===== config.mk =====
export PLATFORM = sky130hd
export DESIGN_NAME = async_serial_receiver
export DESIGN_NICKNAME = d
export VERILOG_FILES = /design/src/common/serial_rx_pkg.sv /design/src/verilog/async_serial_receiver.sv
export SDC_FILE = /design/constraint.sdc
export NUM_CORES = 1
export LEC_CHECK = 0
export BUFFER_PORTS_ARGS = -buffer_cell sky130_fd_sc_hd__buf_2
export CAP_MARGIN = 10
export CORE_ASPECT_RATIO = 0.8
export CORE_MARGIN = 2
export CORE_UTILIZATION = 25
export CTS_CLUSTER_DIAMETER = 150
export DETAILED_ROUTE_END_ITERATION = 8
export GPL_TIMING_DRIVEN = 0
export PLACE_DENSITY_LB_ADDON = 0.08
export SYNTH_ARGS = -nofsm -noshare
export SYNTH_HDL_FRONTEND = slang
export SYNTH_SLANG_ARGS = --single-unit

===== constraint.sdc =====
create_clock -name clk_sys -period 2.69 [get_ports clk_sys]
set_input_delay 0.1345 -clock clk_sys [delete_from_list [all_inputs] [get_ports clk_sys]]
set_output_delay 0.1345 -clock clk_sys [all_outputs]
set_load 0.005 [all_outputs]

===== src/common/serial_rx_pkg.sv =====
/*
  Constants and carrier types for the asynchronous serial receiver.
  Assumes a 20 MHz system clock and a sixteen-times sample tick supplied
  by a shared baud divider outside this block.

*/
package serial_rx_pkg;
	// Slot numbers within a bit (counter runs 1..16)
	localparam logic [3:0] SLOT_Q1 = 4'h3;
	localparam logic [3:0] SLOT_Q2 = 4'h5;
	localparam logic [3:0] SLOT_Q3 = 4'h7;
	localparam logic [3:0] SLOT_M1 = 4'h8;
	localparam logic [3:0] SLOT_M2 = 4'h9;
	localparam logic [3:0] SLOT_M3 = 4'hA;
	localparam logic [3:0] SLOT_LAST = 4'h0;
	localparam logic [3:0] SLOT_FIRST = 4'h1;
	// Bit counts
	localparam logic [3:0] DATA_BITS_8 = 4'h8;
	localparam logic [3:0] DATA_BITS_9 = 4'h9;
	localparam logic [3:0] IDLE_BITS_8 = 4'hA;
	localparam logic [3:0] IDLE_BITS_9 = 4'hB;
	// Reset values
	localparam logic [2:0] HIST_RESET = 3'h0;
	localparam logic [2:0] HIST_ONES = 3'h7;
	localparam logic [8:0] DATA_RESET = 9'h000;
	localparam logic [3:0] COUNT_RESET = 4'h0;

	typedef enum logic [1:0] {
		ST_HUNT = 2'b00,
		ST_START = 2'b01,
		ST_BITS = 2'b10
	} rx_state_type;

	typedef struct packed {
		logic rxOn;
		logic polarityInvert;
		logic nineBit;
		logic wakeAddress;
		logic idleCountStart;
		logic idleFlagDuringSleep;
	} rx_ctrl_type;

	typedef struct packed {
		logic rxFull;
		logic idle;
		logic overrun;
		logic noise;
		logic framingError;
		logic parityError;
	} rx_status_type;
endpackage


===== src/verilog/async_serial_receiver.sv =====
/*
  Receive half of an asynchronous NRZ serial port with sleep and wakeup.
  Assumes a one-cycle sampleTick at sixteen times the baud rate from a
  shared divider, and a plain register port: status and data reads, and
  writes to the control and sleep registers. Reads answer one cycle later.
*/
`timescale 1ns/10ps
`default_nettype none
module async_serial_receiver
	import serial_rx_pkg::*;
(
	// Clock and reset
	input wire logic clk_sys,
	input wire logic rstn,
	// Sample tick from the baud divider
	input wire logic sampleTick,
	// Serial line
	input wire logic rxLine,
	// Register port
	input wire logic [1:0] regAddr,
	input wire logic [8:0] regWrData,
	input wire logic regWr,
	input wire logic regRd,
	output logic [8:0] regRdData
);
	// Register indices
	localparam logic [1:0] ADDR_STATUS = 2'h0;
	localparam logic [1:0] ADDR_DATA = 2'h1;
	localparam logic [1:0] ADDR_CONTROL = 2'h2;
	localparam logic [1:0] ADDR_SLEEP = 2'h3;

	logic rstMeta_ff, rstSync_ff;
	always_ff @(posedge clk_sys or negedge rstn) begin
		if (!rstn) begin
			rstMeta_ff <= 1'b0;
			rstSync_ff <= 1'b0;
		end else begin
			rstMeta_ff <= 1'b1;
			rstSync_ff <= rstMeta_ff;
		end
	end
	wire rstSyncN = rstSync_ff;

	// Line synchroniser: three stages, change accepted when last two agree
	logic [2:0] lineSync_ff;
	logic lineLevel_ff;
	always_ff @(posedge clk_sys or negedge rstSyncN) begin
		if (!rstSyncN) begin
			lineSync_ff <= HIST_ONES;
			lineLevel_ff <= 1'b1;
		end else begin
			lineSync_ff <= {lineSync_ff[1:0], rxLine};
			if (lineSync_ff[1] == lineSync_ff[2])
				lineLevel_ff <= lineSync_ff[2];
		end
	end

	rx_ctrl_type ctrl_ff;
	logic sleep_ff;
	rx_status_type flags;
	logic rxFull_ff;
	logic idle_ff;
	logic overrun_ff;
	logic noise_ff;
	logic framing_ff;
	logic [8:0] rxBuf_ff;
	logic statusSeen_ff;
	logic idleArmed_ff;

	wire rxIn = lineLevel_ff ^ ctrl_ff.polarityInvert;
	wire tickOn = sampleTick && ctrl_ff.rxOn;

	rx_state_type state_ff, nxt_state;
	logic [3:0] slot_ff;
	logic [2:0] hist_ff;
	logic [3:0] bitCnt_ff;
	logic [8:0] shift_ff;
	logic [2:0] votes_ff;
	logic [2:0] qual_ff;
	logic noiseAcc_ff;
	logic allLow_ff;
	logic [3:0] idleBits_ff;
	logic idleCounting_ff;

	wire [3:0] dataBits = ctrl_ff.nineBit ? DATA_BITS_9 : DATA_BITS_8;
	wire [3:0] idleNeed = ctrl_ff.nineBit ? IDLE_BITS_9 : IDLE_BITS_8;
	wire edgeSeen = (hist_ff == HIST_ONES) && !rxIn;
	wire atQ3 = (slot_ff == SLOT_Q3);
	wire atM3 = (slot_ff == SLOT_M3);
	wire atEnd = (slot_ff == SLOT_LAST);
	wire isVoteSlot = (slot_ff == SLOT_M1) || (slot_ff == SLOT_M2) || atM3;
	wire isQualSlot = (slot_ff == SLOT_Q1) || (slot_ff == SLOT_Q2) || atQ3;
	wire [2:0] qualNow = {qual_ff[1:0], rxIn};
	wire [2:0] votesNow = {votes_ff[1:0], rxIn};
	wire qualLow = (qualNow[0] + qualNow[1] + qualNow[2]) < 2'd2;
	wire majority = (votesNow[0] & votesNow[1]) | (votesNow[0] & votesNow[2])
		| (votesNow[1] & votesNow[2]);
	wire voteNoisy = !(&votesNow) && (|votesNow);
	wire qualNoisy = !(&qualNow) && (|qualNow);
	wire lastBit = (bitCnt_ff == dataBits);
	wire stopBitDone = tickOn && (state_ff == ST_BITS) && atM3 && (bitCnt_ff > dataBits);
	wire stopHigh = majority;
	wire frameNoise = noiseAcc_ff || voteNoisy;
	wire isBreak = allLow_ff && !stopHigh;
	wire framing = !stopHigh;
	// Most significant data bit decided high this cycle
	wire msbDecided = tickOn && (state_ff == ST_BITS) && atM3 && lastBit && majority;
	wire canTransfer = !framing_ff;
	wire doTransfer = stopBitDone && canTransfer && !rxFull_ff;
	wire doOverrun = stopBitDone && canTransfer && rxFull_ff;
	wire [8:0] newChar = ctrl_ff.nineBit ? shift_ff : {1'b0, shift_ff[8:1]};
	wire addrWake = sleep_ff && ctrl_ff.wakeAddress && msbDecided;
	wire sleepNow = sleep_ff && !addrWake;
	wire idleHit = idleCounting_ff && tickOn && atEnd && (idleBits_ff == idleNeed - 4'h1)
		&& rxIn && (state_ff == ST_HUNT);
	wire idleWake = idleHit && sleep_ff && !ctrl_ff.wakeAddress;
	wire idleSet = idleHit && idleArmed_ff
		&& (!sleep_ff || ctrl_ff.idleFlagDuringSleep);

	wire rdStatus = regRd && (regAddr == ADDR_STATUS);
	wire rdData = regRd && (regAddr == ADDR_DATA);
	wire rdControl = regRd && (regAddr == ADDR_CONTROL);
	wire rdSleep = regRd && (regAddr == ADDR_SLEEP);
	wire wrControl = regWr && (regAddr == ADDR_CONTROL);
	wire wrSleep = regWr && (regAddr == ADDR_SLEEP);
	wire clearSeq = rdData && statusSeen_ff;

	always_comb begin
		nxt_state = state_ff;
		if (!ctrl_ff.rxOn)
			nxt_state = ST_HUNT;
		else if (tickOn) begin
			unique case (state_ff)
				ST_HUNT: begin
					if (edgeSeen)
						nxt_state = ST_START;
				end
				ST_START: begin
					if (atQ3)
						nxt_state = qualLow ? ST_BITS : ST_HUNT;
				end
				ST_BITS: begin
					if (stopBitDone)
						nxt_state = ST_HUNT;
				end
			endcase
		end
	end

	// Frame events on the current tick
	wire frameStart = (state_ff == ST_HUNT) && edgeSeen;
	wire resync = (state_ff == ST_BITS) && edgeSeen && (slot_ff > SLOT_M3);
	wire bitDecide = (state_ff == ST_BITS) && atM3;
	wire dataSlot = bitDecide && (bitCnt_ff != COUNT_RESET) && (bitCnt_ff <= dataBits);
	wire preload = stopBitDone && framing && !isBreak;

	// State register
	always_ff @(posedge clk_sys or negedge rstSyncN) begin
		if (!rstSyncN)
			state_ff <= ST_HUNT;
		else
			state_ff <= nxt_state;
	end

	// Edge search history
	always_ff @(posedge clk_sys or negedge rstSyncN) begin
		if (!rstSyncN)
			hist_ff <= HIST_RESET;
		else if (!ctrl_ff.rxOn)
			hist_ff <= HIST_RESET;
		else if (tickOn && preload)
			hist_ff <= HIST_ONES;
		else if (tickOn)
			hist_ff <= {hist_ff[1:0], rxIn};
	end

	// Sixteenth-bit slot counter
	always_ff @(posedge clk_sys or negedge rstSyncN) begin
		if (!rstSyncN)
			slot_ff <= COUNT_RESET;
		else if (!ctrl_ff.rxOn)
			slot_ff <= COUNT_RESET;
		else if (tickOn && (frameStart || resync))
			slot_ff <= SLOT_FIRST;
		else if (tickOn)
			slot_ff <= slot_ff + 4'h1;
	end

	// Bit counter, start bit is count zero
	always_ff @(posedge clk_sys or negedge rstSyncN) begin
		if (!rstSyncN)
			bitCnt_ff <= COUNT_RESET;
		else if (tickOn && frameStart)
			bitCnt_ff <= COUNT_RESET;
		else if (tickOn && bitDecide)
			bitCnt_ff <= bitCnt_ff + 4'h1;
	end

	// Shifter skips the start bit, taken as low regardless
	always_ff @(posedge clk_sys or negedge rstSyncN) begin
		if (!rstSyncN)
			shift_ff <= DATA_RESET;
		else if (tickOn && dataSlot)
			shift_ff <= {majority, shift_ff[8:1]};
	end

	// Break detection: every data bit low
	always_ff @(posedge clk_sys or negedge rstSyncN) begin
		if (!rstSyncN)
			allLow_ff <= 1'b0;
		else if (tickOn && frameStart)
			allLow_ff <= 1'b1;
		else if (tickOn && dataSlot && majority)
			allLow_ff <= 1'b0;
	end

	// Qualification and vote samples
	always_ff @(posedge clk_sys or negedge rstSyncN) begin
		if (!rstSyncN) begin
			qual_ff <= HIST_RESET;
			votes_ff <= HIST_RESET;
		end else if (tickOn) begin
			if (isQualSlot)
				qual_ff <= qualNow;
			if (isVoteSlot)
				votes_ff <= votesNow;
		end
	end

	// Noise gathered over the frame
	always_ff @(posedge clk_sys or negedge rstSyncN) begin
		if (!rstSyncN)
			noiseAcc_ff <= 1'b0;
		else if (tickOn && frameStart)
			noiseAcc_ff <= 1'b0;
		else if (tickOn && (state_ff == ST_START) && atQ3 && qualNoisy)
			noiseAcc_ff <= 1'b1;
		else if (tickOn && bitDecide && voteNoisy)
			noiseAcc_ff <= 1'b1;
	end

	// Idle bit counter
	always_ff @(posedge clk_sys or negedge rstSyncN) begin
		if (!rstSyncN) begin
			idleBits_ff <= COUNT_RESET;
			idleCounting_ff <= 1'b0;
		end else if (!ctrl_ff.rxOn) begin
			idleBits_ff <= COUNT_RESET;
			idleCounting_ff <= 1'b0;
		end else if (tickOn) begin
			if (!rxIn) begin
				idleBits_ff <= COUNT_RESET;
				idleCounting_ff <= ctrl_ff.idleCountStart ? 1'b0 : 1'b1;
			end else if (stopBitDone)
				idleCounting_ff <= 1'b1;
			else if (idleCounting_ff && atEnd) begin
				if (idleHit) begin
					idleCounting_ff <= 1'b0;
					idleBits_ff <= COUNT_RESET;
				end else
					idleBits_ff <= idleBits_ff + 4'h1;
			end
		end
	end

	// Flag events; sleep suppresses all, idle too unless idleFlagDuringSleep
	wire acceptChar = doTransfer && !sleepNow;
	wire markOverrun = doOverrun && !sleepNow;
	// No parity logic, so that flag stays low
	assign flags = {rxFull_ff, idle_ff, overrun_ff, noise_ff, framing_ff, 1'b0};

	// Read data selection
	wire [8:0] statusWord = {3'h0, flags};
	wire [8:0] controlWord = {3'h0, ctrl_ff};
	wire [8:0] sleepWord = {8'h00, sleep_ff};
	wire [8:0] readWord = rdStatus ? statusWord
		: rdData ? rxBuf_ff
		: rdControl ? controlWord
		: rdSleep ? sleepWord
		: DATA_RESET;

	// Control register
	always_ff @(posedge clk_sys or negedge rstSyncN) begin
		if (!rstSyncN)
			ctrl_ff <= '0;
		else if (wrControl)
			ctrl_ff <= regWrData[5:0];
	end

	// Sleep: a wake event beats a write in the same cycle
	always_ff @(posedge clk_sys or negedge rstSyncN) begin
		if (!rstSyncN)
			sleep_ff <= 1'b0;
		else if (addrWake || idleWake)
			sleep_ff <= 1'b0;
		else if (wrSleep)
			sleep_ff <= regWrData[0];
	end

	// First step of the clearing sequence
	always_ff @(posedge clk_sys or negedge rstSyncN) begin
		if (!rstSyncN)
			statusSeen_ff <= 1'b0;
		else if (rdStatus)
			statusSeen_ff <= rxFull_ff || idle_ff;
		else if (rdData)
			statusSeen_ff <= 1'b0;
	end

	// Receive buffer
	always_ff @(posedge clk_sys or negedge rstSyncN) begin
		if (!rstSyncN)
			rxBuf_ff <= DATA_RESET;
		else if (acceptChar)
			rxBuf_ff <= newChar;
	end

	// Full flag; a set in the clearing cycle wins
	always_ff @(posedge clk_sys or negedge rstSyncN) begin
		if (!rstSyncN)
			rxFull_ff <= 1'b0;
		else if (acceptChar)
			rxFull_ff <= 1'b1;
		else if (clearSeq)
			rxFull_ff <= 1'b0;
	end

	// Idle flag
	always_ff @(posedge clk_sys or negedge rstSyncN) begin
		if (!rstSyncN)
			idle_ff <= 1'b0;
		else if (idleSet)
			idle_ff <= 1'b1;
		else if (clearSeq)
			idle_ff <= 1'b0;
	end

	// Idle rearms only after a received character
	always_ff @(posedge clk_sys or negedge rstSyncN) begin
		if (!rstSyncN)
			idleArmed_ff <= 1'b1;
		else if (acceptChar)
			idleArmed_ff <= 1'b1;
		else if (idleSet)
			idleArmed_ff <= 1'b0;
	end

	// Overrun flag
	always_ff @(posedge clk_sys or negedge rstSyncN) begin
		if (!rstSyncN)
			overrun_ff <= 1'b0;
		else if (markOverrun)
			overrun_ff <= 1'b1;
		else if (clearSeq)
			overrun_ff <= 1'b0;
	end

	// Noise flag
	always_ff @(posedge clk_sys or negedge rstSyncN) begin
		if (!rstSyncN)
			noise_ff <= 1'b0;
		else if (acceptChar)
			noise_ff <= frameNoise;
		else if (clearSeq)
			noise_ff <= 1'b0;
	end

	// Framing error flag
	always_ff @(posedge clk_sys or negedge rstSyncN) begin
		if (!rstSyncN)
			framing_ff <= 1'b0;
		else if (acceptChar)
			framing_ff <= framing;
		else if (clearSeq)
			framing_ff <= 1'b0;
	end

	// Read data, zero outside the answer cycle
	always_ff @(posedge clk_sys or negedge rstSyncN) begin
		if (!rstSyncN)
			regRdData <= DATA_RESET;
		else
			regRdData <= readWord;
	end
endmodule
`default_nettype wire

* After elaboration in Yosys (flattened, before gate mapping)
Cells that the tools add are included.
** Cells by class
- $add $sub $neg :: 6
- Reductions and logical operators :: 95
- Multiplexer cells :: 52
- Bitwise logic cells :: 6
- $lt $le $gt $ge :: 4
- Equal/unequal tests :: 25
** Operators with widths (number)
- logical AND 1 bit :: 53
- 2-to-1 mux 4 bit :: 11
- 2-to-1 mux 1 bit :: 27
- 2-to-1 mux 9 bit :: 3
- nonzero test 2 bit :: 8
- adder 4 x 1 -> 4 bit (second input constant) :: 3
- equality test 4 bit (second input constant) :: 3
- 2-to-1 mux 2 bit :: 6
- inequality test 3 bit (second input constant) :: 4
- AND reduction 3 bit :: 4
- zero test 1 bit :: 11
- logical OR 1 bit :: 9
- 2-to-1 mux 3 bit :: 3
- equality test 4 x 3 -> 1 bit (second input constant) :: 2
- equality test 4 bit :: 2
- inequality test 4 x 2 -> 1 bit (second input constant) :: 2
- equality test 2 bit (second input constant) :: 3
- 2-to-1 mux 6 bit :: 1
- inequality test 3 x 1 -> 1 bit (second input constant) :: 2
- case mux 2 bit (3 select lines) :: 1
- OR reduction 3 bit :: 2
- equality test 2 x 1 -> 1 bit (second input constant) :: 2
- equality test 4 x 2 -> 1 bit (second input constant) :: 1
- greater-than comparator 4 bit :: 1
- 19 further kinds :: 24
** Word-level totals
- Flip-flop bits (word level) :: 71
- Input bits :: 17

* Depth between registers and ports, before layout
Gate-level depths: netlist of the first run.
- Depth in word-level cells :: 12
- Depth in mapped cells :: 8
- Mapped depth without buffers :: 7

* Worst setup path before layout of the first run
OpenSTA, ideal clock, no wires.
- Path kind :: register -> register
- From :: reg bitCnt_ff[0]
- To :: reg hist_ff[1]
- Path slack :: 0.635 ns
- Arrival time :: 1.989 ns
- Stages on the path, launching flop included :: 8
- Path buffers :: 0
- Required time :: 2.624 ns
- Library setup time :: 0.066 ns
- Cells stage by stage :: dfrtp_1 inv_1 ha_1 or2_1 a21o_1 or3_4 or4_4 nand2_1
** On the way
- Cells in the longest elaborated chain, start to end :: 7
- Elaborated cells between the ends (all ways) :: 8
- Classes of those cells :: order compare: 1; eq/ne: 1; mux: 2; reduce/logical: 4
** Ends and longest elaborated chain
- from (decl) :: RTL line async_serial_receiver.sv:76 : logic [3:0] bitCnt_ff;
- from (signal assigned) :: RTL line async_serial_receiver.sv:196 : bitCnt_ff <= bitCnt_ff + 4'h1;
- greater-than comparator 4 bit * :: RTL line async_serial_receiver.sv:101 : wire stopBitDone = tickOn && (state_ff == ST_BITS) && atM3 && (bitCnt_ff > dataBits);
- logical AND 1 bit * :: RTL line async_serial_receiver.sv:101
- logical AND 1 bit * (2 in a row) :: RTL line async_serial_receiver.sv:155 : wire preload = stopBitDone && framing && !isBreak;
- logical AND 1 bit * :: RTL line async_serial_receiver.sv:171 : else if (tickOn && preload)
- 2-to-1 mux 3 bit :: RTL line async_serial_receiver.sv:171
- 2-to-1 mux 3 bit :: RTL line async_serial_receiver.sv:169 : else if (!ctrl_ff.rxOn)
- to (signal assigned) :: RTL line async_serial_receiver.sv:174 : hist_ff <= {hist_ff[1:0], rxIn};
- to (decl) :: RTL line async_serial_receiver.sv:75 : logic [2:0] hist_ff;
Mark *: on every way between the ends. The rest lies on a longest branch, timed or not.
A chain may end at the register's enable or synchronous reset.

* Final worst setup path of the first run
- From :: reg bitCnt_ff[0]
- To :: reg rxBuf_ff[0]
** On the way
- Cells in the longest elaborated chain, start to end :: 8
- Elaborated cells between the ends (all ways) :: 12
- Classes of those cells :: order compare: 1; eq/ne: 1; reduce/logical: 10
** Ends and longest elaborated chain
- equality test 4 bit :: RTL line async_serial_receiver.sv:100 : wire lastBit = (bitCnt_ff == dataBits);
- logical AND 1 bit (2 in a row) :: RTL line async_serial_receiver.sv:107 : wire msbDecided = tickOn && (state_ff == ST_BITS) && atM3 && lastBit && majority;
- logical AND 1 bit :: RTL line async_serial_receiver.sv:112 : wire addrWake = sleep_ff && ctrl_ff.wakeAddress && msbDecided;
- zero test 1 bit :: RTL line async_serial_receiver.sv:113 : wire sleepNow = sleep_ff && !addrWake;
- logical AND 1 bit :: RTL line async_serial_receiver.sv:113
- zero test 1 bit :: RTL line async_serial_receiver.sv:267 : wire acceptChar = doTransfer && !sleepNow;
- logical AND 1 bit * :: RTL line async_serial_receiver.sv:267
- to (signal assigned) :: RTL line async_serial_receiver.sv:315 : rxBuf_ff <= newChar;
- to (decl) :: RTL line async_serial_receiver.sv:66 : logic [8:0] rxBuf_ff;
Marked as above.

==> flow_summary.ini, run 1 <==
[detailed_routing]
wl_met1_mm = 4.49
vias_per_cell = 4.43
wl_per_cell_microns = 14.9
drt_wl_total_mm = 8.20
dr.pass1.iters = 4
drt-initial-drc-count = 106
maxUsedRoutingLayer = met4
wl_met2_mm = 3.31
postRouteAntennaNets = 0
wl_met3_microns = 326
vias = 2439
drc = 0

[floorplanning]
row_count = 38
die-area_sq_um = 14900
initial_utilization_pct = 25.6
core_sq_um = 13600
die_w_microns = 136
ios = 26
die_h_microns = 110

[cts]
post_cts_buffers = 0
tritoncts = done
root_buffer = clkbuf_16
clockBufferDepth = 2
insertion_delay_ns = 0.33
cts.sinks = 71
cts.htree.levels = 3
cts_made_buffers = 9
path_clk_slew_ns = 0.06

[layout]
diodes = 0
post-route-util_pct = 30.5
fillers = 1456
multi_input_area_sq_um = 1590
final-seq-area_sq_um = 1790
area_delta_synth_final_pct = 19.2
fin_area_sq_um = 4150
final_common_cell = dfrtp_1
drive_above_1_share_pct = 21.6
finalNetCount = 395
mostFrequentLayoutCells = 65 x dfrtp_1, 49 x nand2_1, 28 x buf_2

[placed_design]
dp_hpwl_mm = 6.01
io_buffers = 21
postPlaceCellArea_sq_um = 3840
globalplace.congestion = 0.767

[sta]
grt_setup_unrepaired = no
clock_skew_ns = 0.00506
fin_crit_sh_pct = 89.9
hold_violations = 0
setup_viol = 0
period_needed_ns = 2.42
fmax_ghz = 0.413
worst_pin_slew_ns = 0.596
slew_violations = 0
relSlewSlack_pct = 59.7

[synth]
synthesis.nets = 360
synth_edf_count = 0
yosys.area_share.simple_pct = 17.9
synth-seq-cells = 71
synth_fa_ha_area_share_pct = 4.60
ys_seq_area_share_pct = 51.3
dominantRegCellSynth = dfrtp_1
netlist_area_sq_um = 3480
synth-xor-area-share_pct = 1.47
synth_top_area_share_pct = 47.5
synth_top_area_cell = dfrtp_1
syn_inst = 331
yosysWarnings = 0
synth.area.top_cells = dfrtp_1 47%, mux2_2 6.2%, nand2_1 5.3%, ha_1 4.3%, mux2i_1 4.0%
ys_types = 54
muxShareOfSynthArea_pct = 10.2
synth_top_family_by_area = simple AND/OR/NAND/NOR gates
syn_area_per_cell_sq_um = 10.5
synth-compound-area-share_pct = 11.5
async_flop_share_pct = 100

[setup_path]
required_ns = 2.90
worst-path-buf-inv = 2
r2r_end = rxBuf_ff[0]$_DFFE_PN0P_
r2r-start = bitCnt_ff[0]$_DFFE_PN0P_
slowest_delay_ns = 0.54
crit_family = simple AND/OR/NAND/NOR gates
worst_r2r_path_depth = 8
critPathArrivalTime_ns = 2.63
cp_slowest_cell = a2111oi_2
timing_worst_setup_path_type = reg2reg
start_kind = flip-flop
cp-end-kind = flip-flop
rrSetupSlack_ns = 0.27
cp_cell_sequence = inv_1 > ha_1 > or2_1 > a2111oi_2 > nand4_1 > buf_2 > nand2_1 > o21ai_0
crit_fanout = 10
cp.depth = 8

[power]
p_leak_nw = 1.91
p_per_area_nw_per_um2 = 641
ir_drop_uv = 307

[worst_hold_path]
hold_path.class = in2reg
hold_path_depth = 2
hold_start = regWrData[1]
whs_endpoint = controlWord[1]$_DFFE_PN0P_

[job]
maxCapViolations = 0

[grt]
grt_start_max_net_pins = 55
grt_pass1_wl_mm = 13.8
grt_usage_pct = 12.3
grt_pass1_vias = 2483
antenna_found_initial = 0
overflow = 0

[run_status]
status = finished, final reports clean
-- worst max-delay path by stage --
stage / slack [ns] / to / startpoint
3_3_place_gp: -0.50 / idleBits_ff[2]$_DFFE_PN0P_ / rstSyncN$_DFF_PN0_
4_1_cts: 0.18 / rxBuf_ff[0]$_DFFE_PN0P_ / bitCnt_ff[0]$_DFFE_PN0P_
6_report: 0.27 / rxBuf_ff[0]$_DFFE_PN0P_ / bitCnt_ff[0]$_DFFE_PN0P_
2_1_floorplan: 0.58 / allLow_ff$_DFFE_PN0P_ / rstSyncN$_DFF_PN0_
3_5_place_dp: 0.19 / rxBuf_ff[0]$_DFFE_PN0P_ / controlWord[3]$_DFFE_PN0P_
5_1_grt: 0.005 / rxBuf_ff[6]$_DFFE_PN0P_ / bitCnt_ff[0]$_DFFE_PN0P_
-- metrics by stage --
step	setup TNS [ns]	setup slack, ns	instances	total power, mW	hold slack (ns)
2_1_floorplan	0	0.575	331	1.43	-0.161
5_1_grt	0	0.00497	551	2.82	0.0229
3_5_place_dp	0	0.188	533	1.55	-0.0786
4_1_cts	0	0.180	551	2.71	0.0187
6_report	0	0.270	551	2.66	0.0325
3_3_place_gp	-31.68	-0.501	532	1.54	-0.0792
-- where the power goes --
part / switching [mW] / internal, mW / total (mW)
Clock: 0.459 / 0.675 / 1.13
Combinational: 0.189 / 0.132 / 0.320
Sequential: 0.0743 / 1.13 / 1.20
-- registers in the layout (all words and copies together), names as in the netlist, 2 cells and up --
signal and flops:
rxBuf_ff 9, regRdData 9, votes_ff 2, qual_ff 2
slot_ff 4, state_ff 2, hist_ff 3, bitCnt_ff 4
idleBits_ff 4, controlWord 6, shift_ff 9, lineSync_ff 3
-- logic make-up (layout without fill, tap and decap cells) --
kind of cell | Yosys count | in the layout
muxes | 33 | 33
AOI/OAI and AO/OA | 63 | 63
other | 1 | 1
xor gates and xnor gates | 5 | 5
and+or+nand+nor | 120 | 120
DFF | 71 | 71
adders and majority gates | 13 | 13
buffers and inverters | 25 | 65
-- cells in the mapped netlist (all sizes together), types with 2 or more instances --
library cell  instances
dfstp                 5
nand3                13
nor2b                 5
mux2i                14
nand2                49
o31ai                 3
ha                   12
o21ai                32
inv                  14
nand4                 2
or3                   2
nor3                  6
xnor2                 4
mux2                 19
nand2b                5
a211oi                3
and2                 11
nor2                 17
a21o                  2
a22o                  2
o211ai                3
dfrtp                66
a41o                  2
buf                   7
clkbuf                4
a21oi                10
-- what timing repair did --
item | 4_1_cts | 5_1_grt
hold endpoints to repair | 3 | 0
resized for setup | 0 | 0
hold buffers | 2 | 0
-- area by class of cell --
type	instances	share of cell area, %
plain buffers	11	1.21
multi-input cells	235	38.4
clock buffers	12	6.19
repair buffers	24	3.68
inverters	14	1.27
clock inverters	4	0.724
well taps	180	5.43
flip-flops and latches	71	43.1
-- layer usage --
metal	GRT usage [%]	vias to the layer above
li1	-	1225
met1	17.6	1166
met2	17.5	39
met3	4.29	9
met4	3.13	0
met5	0	-
Note: power is estimated with default switching activity, not from simulation.
==> run 2: changes to the inputs <==
- CORE_UTILIZATION: 25 -> 35
==> run 2 against run 1 <==
Effect of this change: cell count fell by 8.0%; core utilization increased by 12 points; first-iteration DRC count up 33%; cell area shrank 0.12%; die area fell by 28%; register-to-register slack improved by 0.06 ns; critical path type unchanged; sequential power hardly changed; flip-flop and latch count is the same; largest power group is now clock; worst setup slack better by 0.057 ns; combinational power about the same.
==> flow_summary.ini, run 2 (synthesized netlist as in run 1, its figures left out) <==
[detailed_routing]
drt-initial-drc-count = 141
wl_per_cell_microns = 15.0
dr.pass1.iters = 5
drt_wl_total_mm = 7.62
postRouteAntennaNets = 0
vias = 2452
vias_per_cell = 4.84
drc = 0

[floorplanning]
die_h_microns = 93.2
core_sq_um = 9650
ios = 26
die-area_sq_um = 10800
initial_utilization_pct = 36.0
row_count = 32
die_w_microns = 115

[sta]
clock_skew_ns = 0.00671
worst_slack_ns = 0.327
relSlewSlack_pct = 58.3
worst_pin_slew_ns = 0.625
fmax_ghz = 0.423
final.setup.tns_ns = 0
hold_violations = 0
fin_crit_sh_pct = 87.8
grt_setup_unrepaired = no
setup_viol = 0
slew_violations = 0
period_needed_ns = 2.36

[layout]
diodes = 0
drive_above_1_share_pct = 21.6
multi_input_area_sq_um = 1610
final-seq-area_sq_um = 1790
post-route-util_pct = 42.9
reg.largest.list = regRdData: 9 flops, rxBuf_ff: 9 flops, shift_ff: 9 flops
finalNetCount = 395
mostFrequentLayoutCells = 65 x dfrtp_1, 49 x nand2_1, 28 x buf_2
fin_area_sq_um = 4140
fillers = 957
final_common_cell = dfrtp_1
area_delta_synth_final_pct = 19.1

[worst_hold_path]
hold_path.class = in2reg
hold_start = regWrData[2]
whs_endpoint = controlWord[2]$_DFFE_PN0P_
hold_path_depth = 2

[grt]
grt_usage_pct = 15.7
antenna_found_initial = 0
grt_pass1_wl_mm = 12.8
overflow = 0
grt_start_max_net_pins = 50
grt_pass1_vias = 2351

[setup_path]
cp_slowest_cell = a2111oi_4
slowest_delay_ns = 0.47
cp_cell_sequence = inv_1 > ha_1 > or2_1 > a2111oi_4 > nand4_1 > buf_2 > nand2_1 > o21ai_1
start_kind = flip-flop
crit_family = simple AND/OR/NAND/NOR gates
cp-end-kind = flip-flop
crit_fanout = 10
critPathArrivalTime_ns = 2.58
worst_r2r_path_depth = 8
r2r_end = rxBuf_ff[7]$_DFFE_PN0P_
r2r-start = bitCnt_ff[0]$_DFFE_PN0P_
timing_worst_setup_path_type = reg2reg
worst-path-buf-inv = 2
required_ns = 2.90
rrSetupSlack_ns = 0.33

[cts]
root_buffer = clkbuf_16
cts.htree.levels = 3
path_clk_slew_ns = 0.06
cts.sinks = 71
tritoncts = done
cts_made_buffers = 9
insertion_delay_ns = 0.33
clockBufferDepth = 2
post_cts_buffers = 0

[run_status]
status = finished, final reports clean

[placed_design]
io_buffers = 21
dp_hpwl_mm = 5.53
postPlaceCellArea_sq_um = 3780
dp_slack_ns = 0.164
globalplace.congestion = 0.785

[power]
p_leak_nw = 1.93
total_power_mw = 2.81
ir_drop_uv = 364
p_per_area_nw_per_um2 = 677

[job]
maxCapViolations = 0
-- run 2: cell count changes in the layout (fill, tap and decap cells not counted) --
cell,previous run,this run
a2111oi_4,0,1
clkinv_4,0,1
clkbuf_8,2,1
clkinvlp_4,4,1
a2111oi_2,1,0
bufinv_16,0,2
clkinv_2,0,1
-- run 2: area by class of cell --
cell class	instances	share of cell area [%]
well taps	136	4.11
clock inverters	5	1.96
clock buffers	11	5.86
flip-flops and latches	71	43.1
repair buffers	24	3.69
plain buffers	11	1.21
multi-input cells	235	38.8
inverters	14	1.27
-- run 2: timing repair --
item / in CTS / in global routing
setup endpoints to repair: 0 / 5
resized for setup: 0 / 1
hold buffers: 2 / 0
endpoints found under the hold margin: 3 / 0
-- run 2: worst max-delay path by stage --
stage                                   from                         end  slack (ns)  depth (start not counted)
global route        bitCnt_ff[0]$_DFFE_PN0P_     rxBuf_ff[8]$_DFFE_PN0P_        0.11                          8
finish              bitCnt_ff[0]$_DFFE_PN0P_     rxBuf_ff[7]$_DFFE_PN0P_        0.33                          8
CTS                 bitCnt_ff[0]$_DFFE_PN0P_     rxBuf_ff[7]$_DFFE_PN0P_        0.15                          8
detailed placement  bitCnt_ff[0]$_DFFE_PN0P_     rxBuf_ff[7]$_DFFE_PN0P_        0.16                          8
global placement          rstSyncN$_DFF_PN0_  idleBits_ff[2]$_DFFE_PN0P_       -0.40                          0
floorplan                 rstSyncN$_DFF_PN0_       allLow_ff$_DFFE_PN0P_        0.58                          0
-- run 2: worst register-to-register path, cell delays in order, from the launching register on --
cell and delay (ns):
dfrtp_1 0.41, inv_1 0.09, ha_1 0.32, or2_1 0.27, a2111oi_4 0.47, nand4_1 0.28, buf_2 0.27, nand2_1 0.09
o21ai_1 0.06
-- run 2: report_power, final --
group          total [mW]  internal (mW)  switching, mW  leakage [nW]
clock                1.28          0.837          0.445         0.156
sequential           1.20           1.13         0.0735         0.947
combinational       0.320          0.132          0.188         0.831
-- run 2: per-stage QoR --
| step | hold slack [ns] | instances |
|---|---|---|
| 2_1_floorplan | -0.161 | 331 |
| 6_report | 0.0311 | 507 |
| 3_3_place_gp | -0.0806 | 488 |
| 3_5_place_dp | -0.0788 | 489 |
| 5_1_grt | 0.0174 | 507 |
| 4_1_cts | 0.0163 | 507 |
-- run 2: per-layer routing --
metal / vias up / share of wire, % / GRT usage (%)
li1: 1229 / - / -
met1: 1183 / 56 / 24.3
met2: 31 / 40 / 20.9
met3: 9 / 2.9 / 4.28
met4: 0 / 1.4 / 4.82
met5: - / 0 / 0
==> run 3: changes to the inputs <==
- BUFFER_PORTS_ARGS: -buffer_cell sky130_fd_sc_hd__buf_2 -> default
- DONT_BUFFER_PORTS: default -> 1
==> run 3 against run 2 <==
Effect of this change: clock skew is 0.00081 ns lower; sequential share of layout area is 0.84 points higher; register-to-register slack hardly changed; critical endpoint is now rxBuf_ff[8]$_DFFE_PN0P_.
==> flow_summary.ini, run 3 (synthesized netlist as in run 1, its figures left out) <==
[run_status]
status = finished, final reports clean

[detailed_routing]
wl_per_cell_microns = 15.3
vias_per_cell = 4.86
wl_met1_mm = 4.15
drt-initial-drc-count = 174
drc = 0
wl_met3_microns = 297
dr.pass1.iters = 4
maxUsedRoutingLayer = met4
vias = 2389
postRouteAntennaNets = 0
drt_wl_total_mm = 7.55
wl_met2_mm = 3.00

[sta]
setup_viol = 0
slew_violations = 0
worst_pin_slew_ns = 0.607
fin_crit_sh_pct = 87.3
worst_slack_ns = 0.342
fmax_ghz = 0.426
hold_slack_ns = 0.0261
clock_skew_ns = 0.00590
final.setup.tns_ns = 0
relSlewSlack_pct = 59.6
hold_violations = 0
grt_setup_unrepaired = no
period_needed_ns = 2.35

[setup_path]
cp-end-kind = flip-flop
required_ns = 2.89
r2r-start = bitCnt_ff[0]$_DFFE_PN0P_
cp_cell_sequence = inv_1 > ha_1 > or2_1 > a2111oi_4 > nand4_1 > buf_2 > nand2_1 > o21ai_0
cp-startpoint = bitCnt_ff[0]$_DFFE_PN0P_
slowest_delay_ns = 0.46
start_kind = flip-flop
critPathArrivalTime_ns = 2.55
cp_slowest_cell = a2111oi_4
timing_worst_setup_path_type = reg2reg
crit_fanout = 10

[grt]
grt_usage_pct = 15.5
overflow = 0
grt_pass1_wl_mm = 12.6
antenna_found_initial = 0
grt_pass1_vias = 2352
grt_start_max_net_pins = 47

[layout]
diodes = 0
reg.largest.list = regRdData: 9 flops, rxBuf_ff: 9 flops, shift_ff: 9 flops
drive_above_1_share_pct = 16.0
final_common_cell = dfrtp_1
area_delta_synth_final_pct = 16.8
finalNetCount = 381
mostFrequentLayoutCells = 65 x dfrtp_1, 49 x nand2_1, 23 x o21ai_0
fin_area_sq_um = 4060

[cts]
path_clk_slew_ns = 0.06
tritoncts = done
insertion_delay_ns = 0.33
clockBufferDepth = 2
cts.htree.levels = 3
cts_made_buffers = 9
root_buffer = clkbuf_16
post_cts_buffers = 0
cts.sinks = 71

[power]
p_per_area_nw_per_um2 = 655
ir_drop_uv = 351
p_leak_nw = 1.85

[floorplanning]
die_w_microns = 115
row_count = 32
ios = 26
die_h_microns = 93.2
die-area_sq_um = 10800
core_sq_um = 9650
initial_utilization_pct = 36.0

[placed_design]
postPlaceCellArea_sq_um = 3680
globalplace.congestion = 0.810
io_buffers = 0
dp_slack_ns = 0.143
dp_hpwl_mm = 5.38

[worst_hold_path]
hold_path.class = in2async

[job]
maxCapViolations = 0
-- run 3: path summary, 6_finish.rpt --
check / slack [ns] / end / depth (start not counted)
setup / recovery: 0.34 / rxBuf_ff[8]$_DFFE_PN0P_ / 8
hold / removal: 0.03 / rstSyncN$_DFF_PN0_ / 1
setup reg to reg: 0.34 / rxBuf_ff[8]$_DFFE_PN0P_ / 8
hold reg to reg: 0.24 / allLow_ff$_DFFE_PN0P_ / 0
max in group asynchronous: 1.86 / idleArmed_ff$_DFFE_PN1P_ / 1
min in group clk_sys: 0.03 / statusSeen_ff$_DFFE_PN0P_ / 2
-- run 3: cell type report --
| class | count | area [sq um] |
|---|---|---|
| inverters | 14 | 52.6 |
| clock inverters | 4 | 47.5 |
| well taps | 136 | 170 |
| fillers | 956 | 5590 |
| flip-flops and latches | 71 | 1790 |
| clock buffers | 11 | 233 |
| multi-input cells | 235 | 1610 |
| plain buffers | 11 | 50.0 |
| repair buffers | 10 | 118 |
-- run 3: through the flow --
step                      power (mW)  instances  util, %
after floorplan                 1.43        331        -
after global placement          1.52        467     37.8
after detailed placement        1.52        468     38.1
after CTS                       2.69        492     42.0
after global routing            2.79        492     42.1
final                           2.66        492     42.1
-- run 3: metal layers --
metal	vias up	GRT usage [%]
met5	-	0
met1	1141	24.4
met4	0	5.12
li1	1193	-
met2	43	20.0
met3	12	4.15
-- run 3: worst max-delay path, delay by kind of cell (launching register included) --
| kind | cells | cell delay (ns) |
|---|---|---|
| fa+ha+maj | 1 | 0.33 |
| simple gates | 3 | 0.61 |
| compound gates | 2 | 0.53 |
| buf+inv | 2 | 0.34 |
| flops | 1 | 0.40 |
-- run 3: timing repair --
item | 4_1_cts | 5_1_grt
setup endpoints to repair | 0 | 8
endpoints found under the hold margin | 15 | 0
hold buffers | 9 | 0
gates resized for setup | 0 | 1
-- run 3: power breakdown --
group	internal, mW	total, mW	switching (mW)	leakage (nW)
Clock	0.709	1.15	0.436	0.135
Sequential	1.13	1.21	0.0764	0.947
Combinational	0.130	0.307	0.178	0.764
